<file path="src/shared/thermo_regs_defs.svh">
`ifndef THERMO_REGS_DEFS_SVH
`define THERMO_REGS_DEFS_SVH

// Register offsets
`define OFF_HIGH_UPPER   8'h10
`define OFF_HIGH_LOWER   8'h11
`define OFF_LOW_UPPER    8'h12
`define OFF_LOW_LOWER    8'h13
`define OFF_MEAS_SETUP   8'h14
`define OFF_PIN_FUNC     8'h20
`define OFF_PIN_LEVEL    8'h21
`define OFF_IRQ_ENABLE   8'h22

// Reset values
`define RST_HIGH_UPPER   8'h7F
`define RST_HIGH_LOWER   8'hFF
`define RST_LOW_UPPER    8'h80
`define RST_LOW_LOWER    8'h00
`define RST_PIN_FUNC     6'h2A
`define RST_PIN_LEVEL    3'h0
`define RST_IRQ_ENABLE   1'h0

// Field positions
`define BIT_START        0
`define RESERVED_ONES    2'h3
`define BIT_HIGH_IRQ_EN  0

`endif

</file>
<file path="src/shared/thermo_regs_pkg.sv">
package thermo_regs_pkg;
  typedef enum logic [1:0] {
    PIN_INPUT_HIZ   = 2'h0,
    PIN_OUTPUT_OD   = 2'h1,
    PIN_INPUT_PULL  = 2'h2,
    PIN_SPECIAL     = 2'h3
  } pin_mode_type;

  typedef enum logic [1:0] {
    MEAS_IDLE = 2'h0,
    MEAS_BUSY = 2'h1,
    MEAS_DONE = 2'h3
  } meas_state_type;
endpackage

</file>
<file path="src/core/pin_cell.sv">
`timescale 1ns/1ps
module pin_cell
  import thermo_regs_pkg::*;
(
  // Configuration
  input  wire thermo_regs_pkg::pin_mode_type i_mode,
  input  wire logic                          i_level,
  input  wire logic                          i_special_drive_low,
  // Pad
  input  wire logic                          i_pad,
  output logic                               o_pad,
  output logic                               o_pad_oe,
  output logic                               o_pulldown_en,
  output logic                               o_level
);
  // Open drain: only ever drive low
  always_comb begin
    o_pad         = 1'b0;
    o_pad_oe      = 1'b0;
    o_pulldown_en = 1'b0;
    case (i_mode)
      PIN_INPUT_HIZ:  o_pad_oe = 1'b0;                 // RL8
      PIN_OUTPUT_OD:  o_pad_oe = ~i_level;             // RL9
      PIN_INPUT_PULL: o_pulldown_en = 1'b1;            // RL10
      PIN_SPECIAL:    o_pad_oe = i_special_drive_low;
      default:        o_pad_oe = 1'b0;
    endcase
  end
  // Level bit always reflects the pad, whatever the mode
  assign o_level = i_pad; // RL15
endmodule

</file>
<file path="src/core/meas_ctrl.sv">
`timescale 1ns/1ps
module meas_ctrl
  import thermo_regs_pkg::*;
(
  // Clock and reset
  input  wire logic i_ref_clk,
  input  wire logic i_rst,
  // Requests
  input  wire logic i_start,
  // Engine
  input  wire logic i_done,
  output logic      o_start_pulse,
  output logic      o_busy
);
  meas_state_type state_reg;
  meas_state_type state_next;

  always_comb begin
    state_next = state_reg;
    case (state_reg)
      MEAS_IDLE: if (i_start) state_next = MEAS_BUSY;
      MEAS_BUSY: if (i_done) state_next = MEAS_DONE; // RL7
      MEAS_DONE: state_next = MEAS_IDLE;
      default:   state_next = MEAS_IDLE;
    endcase
  end

  always_ff @(posedge i_ref_clk) begin
    if (i_rst) begin
      state_reg <= MEAS_IDLE;
    end else begin
      state_reg <= state_next;
    end
  end

  // A start during a running measurement is absorbed, not queued
  assign o_start_pulse = (state_reg == MEAS_IDLE) && i_start;
  assign o_busy        = (state_reg == MEAS_BUSY);
endmodule

</file>
<file path="src/core/thermo_regs.sv">
// Design decision made here: the plain strobed port.
`timescale 1ns/1ps
`include "thermo_regs_defs.svh"
// Operation
// (RL1) High limit lower byte is its own RW register at 0x11.
// (RL2) High limit resets to 0x7FFF, alarm effectively disabled.
// (RL3) Low limit upper byte at 0x12, lower at 0x13, both RW.
// (RL4) Low limit resets to 0x8000, alarm effectively disabled.
// (RL5) Host must write ones into setup bits 7:6; device keeps them read-only.
// (RL6) Writing one to setup bit 0 starts a measurement.
// (RL7) Start bit self-clears when the measurement completes.
// (RL8) Pin mode 00 is high-impedance input, level read back.
// (RL9) Pin mode 01 is open-drain output following the level bit.
// (RL10) Pin mode 10 is input with weak pulldown.
// (RL11) Pin one mode 11 is active-low conversion trigger input.
// (RL12) Pin zero mode 11 is active-low open-drain interrupt output.
// (RL13) Host should not program pin two mode 11.
// (RL14) High limit upper byte at 0x10 joins lower byte.
// (RL15) Level bit read returns the pin's present level in any mode.
// (RL16) High alarm reaches pin zero only when enabled and pin zero is interrupt.
// (RL17) Start bit reads one while busy; reserved bits read ones.
module thermo_regs
  import thermo_regs_pkg::*;
(
  // Clock and reset
  input  wire logic        i_ref_clk,
  input  wire logic        i_rst,
  // Register port
  input  wire logic [7:0]  i_addr,
  input  wire logic [7:0]  i_wdata,
  input  wire logic        i_wr,
  input  wire logic        i_rd,
  output logic      [7:0]  o_rdata,
  // Measurement engine
  input  wire logic        i_meas_done,
  input  wire logic        i_high_alarm,
  output logic             o_meas_start,
  output logic             o_meas_busy,
  output logic      [15:0] o_high_limit,
  output logic      [15:0] o_low_limit,
  // General pins
  input  wire logic [2:0]  i_pin,
  output logic      [2:0]  o_pin,
  output logic      [2:0]  o_pin_oe,
  output logic      [2:0]  o_pin_pulldown_en
);
  logic [7:0] high_limit_upper_byte_reg;
  logic [7:0] high_limit_lower_byte_reg;
  logic [7:0] low_limit_upper_byte_reg;
  logic [7:0] low_limit_lower_byte_reg;
  logic [5:0] pin_func_reg;
  logic [2:0] pin_level_reg;
  logic       high_alarm_irq_enable_reg;
  logic [7:0] rdata_reg;
  logic       trig_prev_reg;
  logic [2:0] pin_level_in;
  logic       host_start;
  logic       trig_start;
  logic       irq_drive_low;
  pin_mode_type pin_zero_function;
  pin_mode_type pin_one_function;
  pin_mode_type pin_two_function;

  assign pin_zero_function = pin_mode_type'(pin_func_reg[1:0]);
  assign pin_one_function  = pin_mode_type'(pin_func_reg[3:2]);
  assign pin_two_function  = pin_mode_type'(pin_func_reg[5:4]);

  // Threshold bytes
  always_ff @(posedge i_ref_clk) begin
    if (i_rst) begin
      high_limit_upper_byte_reg <= `RST_HIGH_UPPER;  // RL2
      high_limit_lower_byte_reg <= `RST_HIGH_LOWER;  // RL2
      low_limit_upper_byte_reg  <= `RST_LOW_UPPER;   // RL4
      low_limit_lower_byte_reg  <= `RST_LOW_LOWER;   // RL4
    end else if (i_wr) begin
      case (i_addr)
        `OFF_HIGH_UPPER: high_limit_upper_byte_reg <= i_wdata; // RL14
        `OFF_HIGH_LOWER: high_limit_lower_byte_reg <= i_wdata; // RL1
        `OFF_LOW_UPPER:  low_limit_upper_byte_reg  <= i_wdata; // RL3
        `OFF_LOW_LOWER:  low_limit_lower_byte_reg  <= i_wdata; // RL3
        default: ;
      endcase
    end
  end

  assign o_high_limit = {high_limit_upper_byte_reg, high_limit_lower_byte_reg}; // RL14
  assign o_low_limit  = {low_limit_upper_byte_reg, low_limit_lower_byte_reg};   // RL3

  // Pin configuration
  always_ff @(posedge i_ref_clk) begin
    if (i_rst) begin
      pin_func_reg              <= `RST_PIN_FUNC;
      pin_level_reg             <= `RST_PIN_LEVEL;
      high_alarm_irq_enable_reg <= `RST_IRQ_ENABLE;
    end else if (i_wr) begin
      case (i_addr)
        `OFF_PIN_FUNC:   pin_func_reg  <= i_wdata[5:0];
        `OFF_PIN_LEVEL:  pin_level_reg <= i_wdata[2:0];
        `OFF_IRQ_ENABLE: high_alarm_irq_enable_reg <= i_wdata[`BIT_HIGH_IRQ_EN];
        default: ;
      endcase
    end
  end

  // Measurement start: host bit or falling edge on trigger pin
  assign host_start = i_wr && (i_addr == `OFF_MEAS_SETUP) && i_wdata[`BIT_START]; // RL6

  // Previous level held high outside trigger mode, so entering trigger mode with the pin low counts as a start
  always_ff @(posedge i_ref_clk) begin
    if (i_rst) begin
      trig_prev_reg <= 1'b1;
    end else begin
      trig_prev_reg <= i_pin[1] | (pin_one_function != PIN_SPECIAL);
    end
  end

  assign trig_start = (pin_one_function == PIN_SPECIAL) && trig_prev_reg && !i_pin[1]; // RL11

  meas_ctrl u_meas_ctrl (
    .i_ref_clk     (i_ref_clk),
    .i_rst         (i_rst),
    .i_start       (host_start | trig_start),
    .i_done        (i_meas_done),
    .o_start_pulse (o_meas_start),
    .o_busy        (o_meas_busy)
  );

  // Interrupt on pin zero, active low
  assign irq_drive_low = high_alarm_irq_enable_reg && i_high_alarm
                         && (pin_zero_function == PIN_SPECIAL); // RL16 RL12

  pin_cell u_pin_zero (
    .i_mode              (pin_zero_function),
    .i_level             (pin_level_reg[0]),
    .i_special_drive_low (irq_drive_low),
    .i_pad               (i_pin[0]),
    .o_pad               (o_pin[0]),
    .o_pad_oe            (o_pin_oe[0]),
    .o_pulldown_en       (o_pin_pulldown_en[0]),
    .o_level             (pin_level_in[0])
  );

  // Trigger input is never driven by the device
  pin_cell u_pin_one (
    .i_mode              (pin_one_function),
    .i_level             (pin_level_reg[1]),
    .i_special_drive_low (1'b0),
    .i_pad               (i_pin[1]),
    .o_pad               (o_pin[1]),
    .o_pad_oe            (o_pin_oe[1]),
    .o_pulldown_en       (o_pin_pulldown_en[1]),
    .o_level             (pin_level_in[1])
  );

  // Mode 11 on pin two has no function; pin stays undriven
  pin_cell u_pin_two (
    .i_mode              (pin_two_function),
    .i_level             (pin_level_reg[2]),
    .i_special_drive_low (1'b0),
    .i_pad               (i_pin[2]),
    .o_pad               (o_pin[2]),
    .o_pad_oe            (o_pin_oe[2]),
    .o_pulldown_en       (o_pin_pulldown_en[2]),
    .o_level             (pin_level_in[2])
  );

  // Read data, one cycle after the strobe
  always_ff @(posedge i_ref_clk) begin
    if (i_rst) begin
      rdata_reg <= 8'h00;
    end else if (i_rd) begin
      case (i_addr)
        `OFF_HIGH_UPPER: rdata_reg <= high_limit_upper_byte_reg;
        `OFF_HIGH_LOWER: rdata_reg <= high_limit_lower_byte_reg;
        `OFF_LOW_UPPER:  rdata_reg <= low_limit_upper_byte_reg;
        `OFF_LOW_LOWER:  rdata_reg <= low_limit_lower_byte_reg;
        `OFF_MEAS_SETUP: rdata_reg <= {`RESERVED_ONES, 5'h00, o_meas_busy}; // RL17 RL5
        `OFF_PIN_FUNC:   rdata_reg <= {2'h0, pin_func_reg};
        `OFF_PIN_LEVEL:  rdata_reg <= {5'h00, pin_level_in}; // RL15
        `OFF_IRQ_ENABLE: rdata_reg <= {7'h00, high_alarm_irq_enable_reg};
        default:         rdata_reg <= 8'h00;
      endcase
    end else begin
      rdata_reg <= 8'h00;
    end
  end

  assign o_rdata = rdata_reg;
endmodule

</file>
<file path="config.mk">
export PLATFORM = sky130hd
export DESIGN_NAME = thermo_regs
export DESIGN_NICKNAME = d
export VERILOG_FILES = /design/src/shared/thermo_regs_pkg.sv /design/src/core/pin_cell.sv /design/src/core/meas_ctrl.sv /design/src/core/thermo_regs.sv
export VERILOG_INCLUDE_DIRS = /design/src /design/src/shared
export SDC_FILE = /design/constraint.sdc
export NUM_CORES = 1
export LEC_CHECK = 0
export BUFFER_PORTS_ARGS = -buffer_cell sky130_fd_sc_hd__buf_2
export CORE_AREA = 2 2 78 80
export DETAILED_ROUTE_END_ITERATION = 8
export DIE_AREA = 0 0 80 82
export PLACE_DENSITY = 0.75
export REMOVE_ABC_BUFFERS = 1
export SYNTH_ARGS = -nofsm -noshare
export SYNTH_HDL_FRONTEND = slang
export SYNTH_SLANG_ARGS = --single-unit
export TNS_END_PERCENT = 50
</file>
<file path="constraint.sdc">
create_clock -name i_ref_clk -period 1.75 [get_ports i_ref_clk]
set_clock_uncertainty 0.15 [all_clocks]
set_input_delay 0.0875 -clock i_ref_clk [delete_from_list [all_inputs] [get_ports i_ref_clk]]
set_output_delay 0.0875 -clock i_ref_clk [all_outputs]
set_load 0.05 [all_outputs]
</file>
* Word-level counts from Yosys, hierarchy flattened
Index checks and enable logic that the tools add are counted.
** Word-level totals
- Bits in writable memories :: 0
- Input port bits :: 25
- Flip-flop bits (word level) :: 53
- Bits in latches :: 0
- Memories :: 0
- Memory bits (read-only) :: 0
** Operators by class
- Muxes and demuxes :: 10
- Order comparisons :: 0
- Bitwise operators :: 6
- Add/subtract/negate cells :: 0
- Divide/modulo/power cells :: 0
- Shift-type cells :: 0
- Multipliers :: 0
- Reductions and logical operators :: 18
- Equality and inequality tests :: 20
** Operator list (count)
- one-hot mux 8 bit (8 select lines) :: 1
- == test 8 x 5 -> 1 bit (second input constant) :: 5
- == test 8 x 6 -> 1 bit (second input constant) :: 3
- AND reduction 2 bit :: 8
- == test 2 bit (second input constant) :: 5
- == test 2 x 1 -> 1 bit (second input constant) :: 4
- logical AND 1 bit :: 7
- 2-to-1 mux 1 bit :: 5
- 2-to-1 mux 2 bit :: 2
- != test 2 bit (second input constant) :: 2
- NOT 1 bit :: 4
- one-hot mux 2 bit (2 select lines) :: 1
- logical NOT 2 bit :: 1
- != test 2 x 1 -> 1 bit (second input constant) :: 1
- bitwise OR 1 bit :: 2
- one-hot mux 1 bit (2 select lines) :: 1
- OR reduction 2 bit :: 1
- logical NOT 1 bit :: 1

* Depth between registers and ports, before layout
- Depth in word-level cells :: 6
- Depth in mapped cells :: 6
- Depth with buffers taken out :: 4

* Modules after synthesis
Synthesis repeated with hierarchy kept, for this count alone.
** Second synthesis, totals
- Cell total of the unflattened synthesis :: 284
- Area, all modules :: 2610.0 µm²
** By module, submodules not included
- thermo_regs :: cells each 255, instances 1, area each 2399.8 µm², sequential area each 1021.0 µm²
- pin_cell :: cells each 7, instances 3, area each 46.3 µm², sequential area each 0.0 µm²
- meas_ctrl :: cells each 8, instances 1, area each 71.3 µm², sequential area each 40.0 µm²

* Worst setup path after synthesis
No wires, ideal clock.
- Kind :: input -> output
- From :: input i_addr[5]
- To :: output o_meas_start
- Required time :: 1.512 ns
- Stages on the path :: 5
- Path slack :: -0.629 ns
- Arrival :: 2.141 ns
- Path through :: or4b_4 -> buf_6 -> nor4_2 -> a41oi_1 -> nor3_1
** On the way
- Longest elaborated chain between the ends :: 5
** RTL lines
- start, declared :: line thermo_regs.sv:29 : input wire logic [7:0] i_addr,
- == test 8 x 5 -> 1 bit
- logical AND 1 bit (2 in series) :: line thermo_regs.sv:106 : assign host_start = i_wr && (i_addr == `OFF_MEAS_SETUP) && i_wdata[`BIT_START];
- bitwise OR 1 bit :: line thermo_regs.sv:122 : .i_start (host_start | trig_start),
- logical AND 1 bit :: line meas_ctrl.sv:37 : assign o_start_pulse = (state_reg == MEAS_IDLE) && i_start;
- end, declared :: line thermo_regs.sv:37 : output logic o_meas_start,
No other way between the ends.

* Worst setup path after layout
Ends and elaborated chain as after synthesis.

==> summary.md <==
| Metric | Value |
|---|---|
| Met2 Use GR | 0.3333 |
| Final hold vios | 0 |
| HP Start | i_rst |
| Clock slew at reported path FFs | 100 ps |
| Cell variety after synth | 44 |
| Lkg Pwr | 1.500 nW |
| Sink Count | 53 |
| All-Layer GR Usage | 0.2171 |
| Critical Path Start | i_addr[5] |
| Sequential fraction of the synthesis area | 0.4161 |
| GRT Max-Usage Layer | met2 |
| Vias in the first global route | 2145 |
| Layout area overhead | 30.67% |
| Fin nets | 394 |
| Most common cell after layout, fill and taps aside | buf_2 |
| Initial Util | 0.4438 |
| CTS HTree Levels | 2 |
| Commonest cells after routing, fill and taps aside | buf_2 (70), dfxtp_1 (51), nor2_1 (43) |
| Max clock buf depth | 2 |
| WP data required | 1510 ps |
| Area of the core | 5746 um^2 |
| Setup violators final | 1 |
| CTS buffer count | 5 |
| Setup ws final | -4.766 ps |
| Fin area | 3332 um^2 |
| Number of synthesized register bits | 53 |
| Mapped Area | 2550 um^2 |
| # rows | 28 |
| Port Buffers | 72 |
| Router iterations before antenna repair | 4 |
| Final min period | 1755 ps |
| Dpl cell area | 3089 um^2 |
| CTS tree | done |
| WHS | 37.76 ps |
| Crit Path Max Fanout | 2 |
| GPL Wtd Cong | 0.9384 |
| Max Cap Violations | 0 |
| RSZ-0062 raised after global routing | true |
| Post-synth top flop | dfxtp_1 |
| Worst Path Arrival | 1520 ps |
| Die X | 80 um |
| VDD IR max | 0.3539 mV |
| Yosys warning total | 0 |
| Post-Route WL | 6790 um |
| Met1 Use GR | 0.3106 |
| Drc violations | 0 |
| Number of antenna violations at the first check in global routing | 0 |
| DP HPWL | 5025 um |
| Filler cells | 519 |
| Clock Latency Late Sink | 310 ps |
| Cell Count, Final, Fillers Out | 445 |
| Total negative slack | -4.766 ps |
| N_diodes | 0 |
| Wire per inst | 15.26 um |
| EDFF count, synth | 0 |
| Via count | 2418 |
| Pin count of the biggest net entering global routing | 35 |
| Placed cells | 427 |
| Total global routing overflow | 0 |
| M3 GR Usage | 0.03736 |
| DRT iter0 DRCs | 141 |
| Failing checks | negative setup slack |
| Setup WS pre-CTS | -113.9 ps |
| Root Buffer | clkbuf_8 |
| Post-DR vias/cell | 5.434 |
| Period utilisation layout | 1.003 |
| Crit start category | input port |
| Final core occ | 0.5799 |
| Power density over cell area | 662.3 nW/um^2 |
| Die height | 82 um |
| Share of layout cells above drive strength 1 | 0.3486 |
| Global-route wire length before repair | 10920 um |
| Pwr Total | 2.207 mW |
| Post-Syn Instances | 280 |
| Die ar. | 6560 um^2 |
| I/O pins | 76 |
| Crit. End Element | output pin |
| Synthesized area per cell | 9.107 um^2 |
| Max Slew Vio Count | 0 |
| Routed Antenna Nets | 0 |
| Tightest Hold Check Type | input port to flip-flop |
| Status | finished with violations |
| Critical path class | input port to output pin |
| Achievable Freq | 569.9 MHz |
| Worst R2R Start | high_limit_upper_byte_reg[0] |
| Asr flop ratio synth | 0 |
==> what timing repair did <==
action	4_1_cts	5_1_grt
hold buffers	10	0
endpoints found under the hold margin	30	0
pin swaps	0	1
setup buffers	0	0
setup endpoints to repair	1	2
gates resized for setup	7	1
==> kinds of logic (layout without fill, tap and decap cells) <==
logic type / Yosys count / count (layout) / share of synthesized area
buffers and inverters: 38 / 126 / 0.07409
AO/OA/AOI/OAI: 44 / 44 / 0.1374
other: 1 / 3 / 0.001471
AND/OR/NAND/NOR: 114 / 114 / 0.2453
multiplexers: 30 / 30 / 0.1256
flip-flops: 53 / 53 / 0.4161
==> per-layer routing <==
layer / part of all wire / wire [um] / up-vias
met4: 0.012 / 82 / 0
met1: 0.48 / 3276 / 1165
met3: 0.052 / 350 / 7
met5: 0 / 0 / -
li1: - / - / 1165
met2: 0.45 / 3080 / 81
==> cell type report <==
class,instances,area (um^2),share of cell area
multi-input combinational,191,1334,0.4003
tap,75,93.84,0.02816
timing repair buffer,107,694.4,0.2084
clock inverter,1,8.758,0.002629
sequential,53,1064,0.3192
inverter,11,41.29,0.01239
clock buffer,7,96.34,0.02891
==> cell usage after synthesis, types with 5 or more instances <==
library cell	count	share of area
a211o_1	15	0.052
a22oi_1	7	0.021
buf_4	9	0.026
clkbuf_1	12	0.018
dfxtp_1	53	0.42
inv_1	11	0.016
mux2_2	6	0.026
mux2i_1	23	0.090
nand2_1	14	0.021
nand3_1	12	0.024
nand3b_1	5	0.015
nor2_1	43	0.063
nor2b_1	7	0.017
nor3_1	5	0.0098
o22a_1	6	0.021
==> report_power, final <==
part | leakage (nW) | switching (mW) | internal (mW) | total (mW)
logic | 1.02 | 0.132 | 0.0919 | 0.224
clock network | 0.0549 | 0.409 | 0.366 | 0.775
registers | 0.428 | 0.00139 | 1.21 | 1.21
total | 1.50 | 0.542 | 1.66 | 2.21
==> critical path: stages <==
cell	delay, ps
buf_6	90
or4b_4	570
nor4_4	190
a41oi_2	170
nor3_1	170
buf_4	230
==> worst paths after layout <==
path                                                      to  slack, ps  cells after the start
worst max-delay path                            o_meas_start         -5                      6
worst min-delay path                         pin_func_reg[0]         40                      3
worst max register to register                    o_rdata[0]        110                      4
worst min register to register  high_limit_upper_byte_reg[7]        330                      2
(Power assumes the default switching activity.)
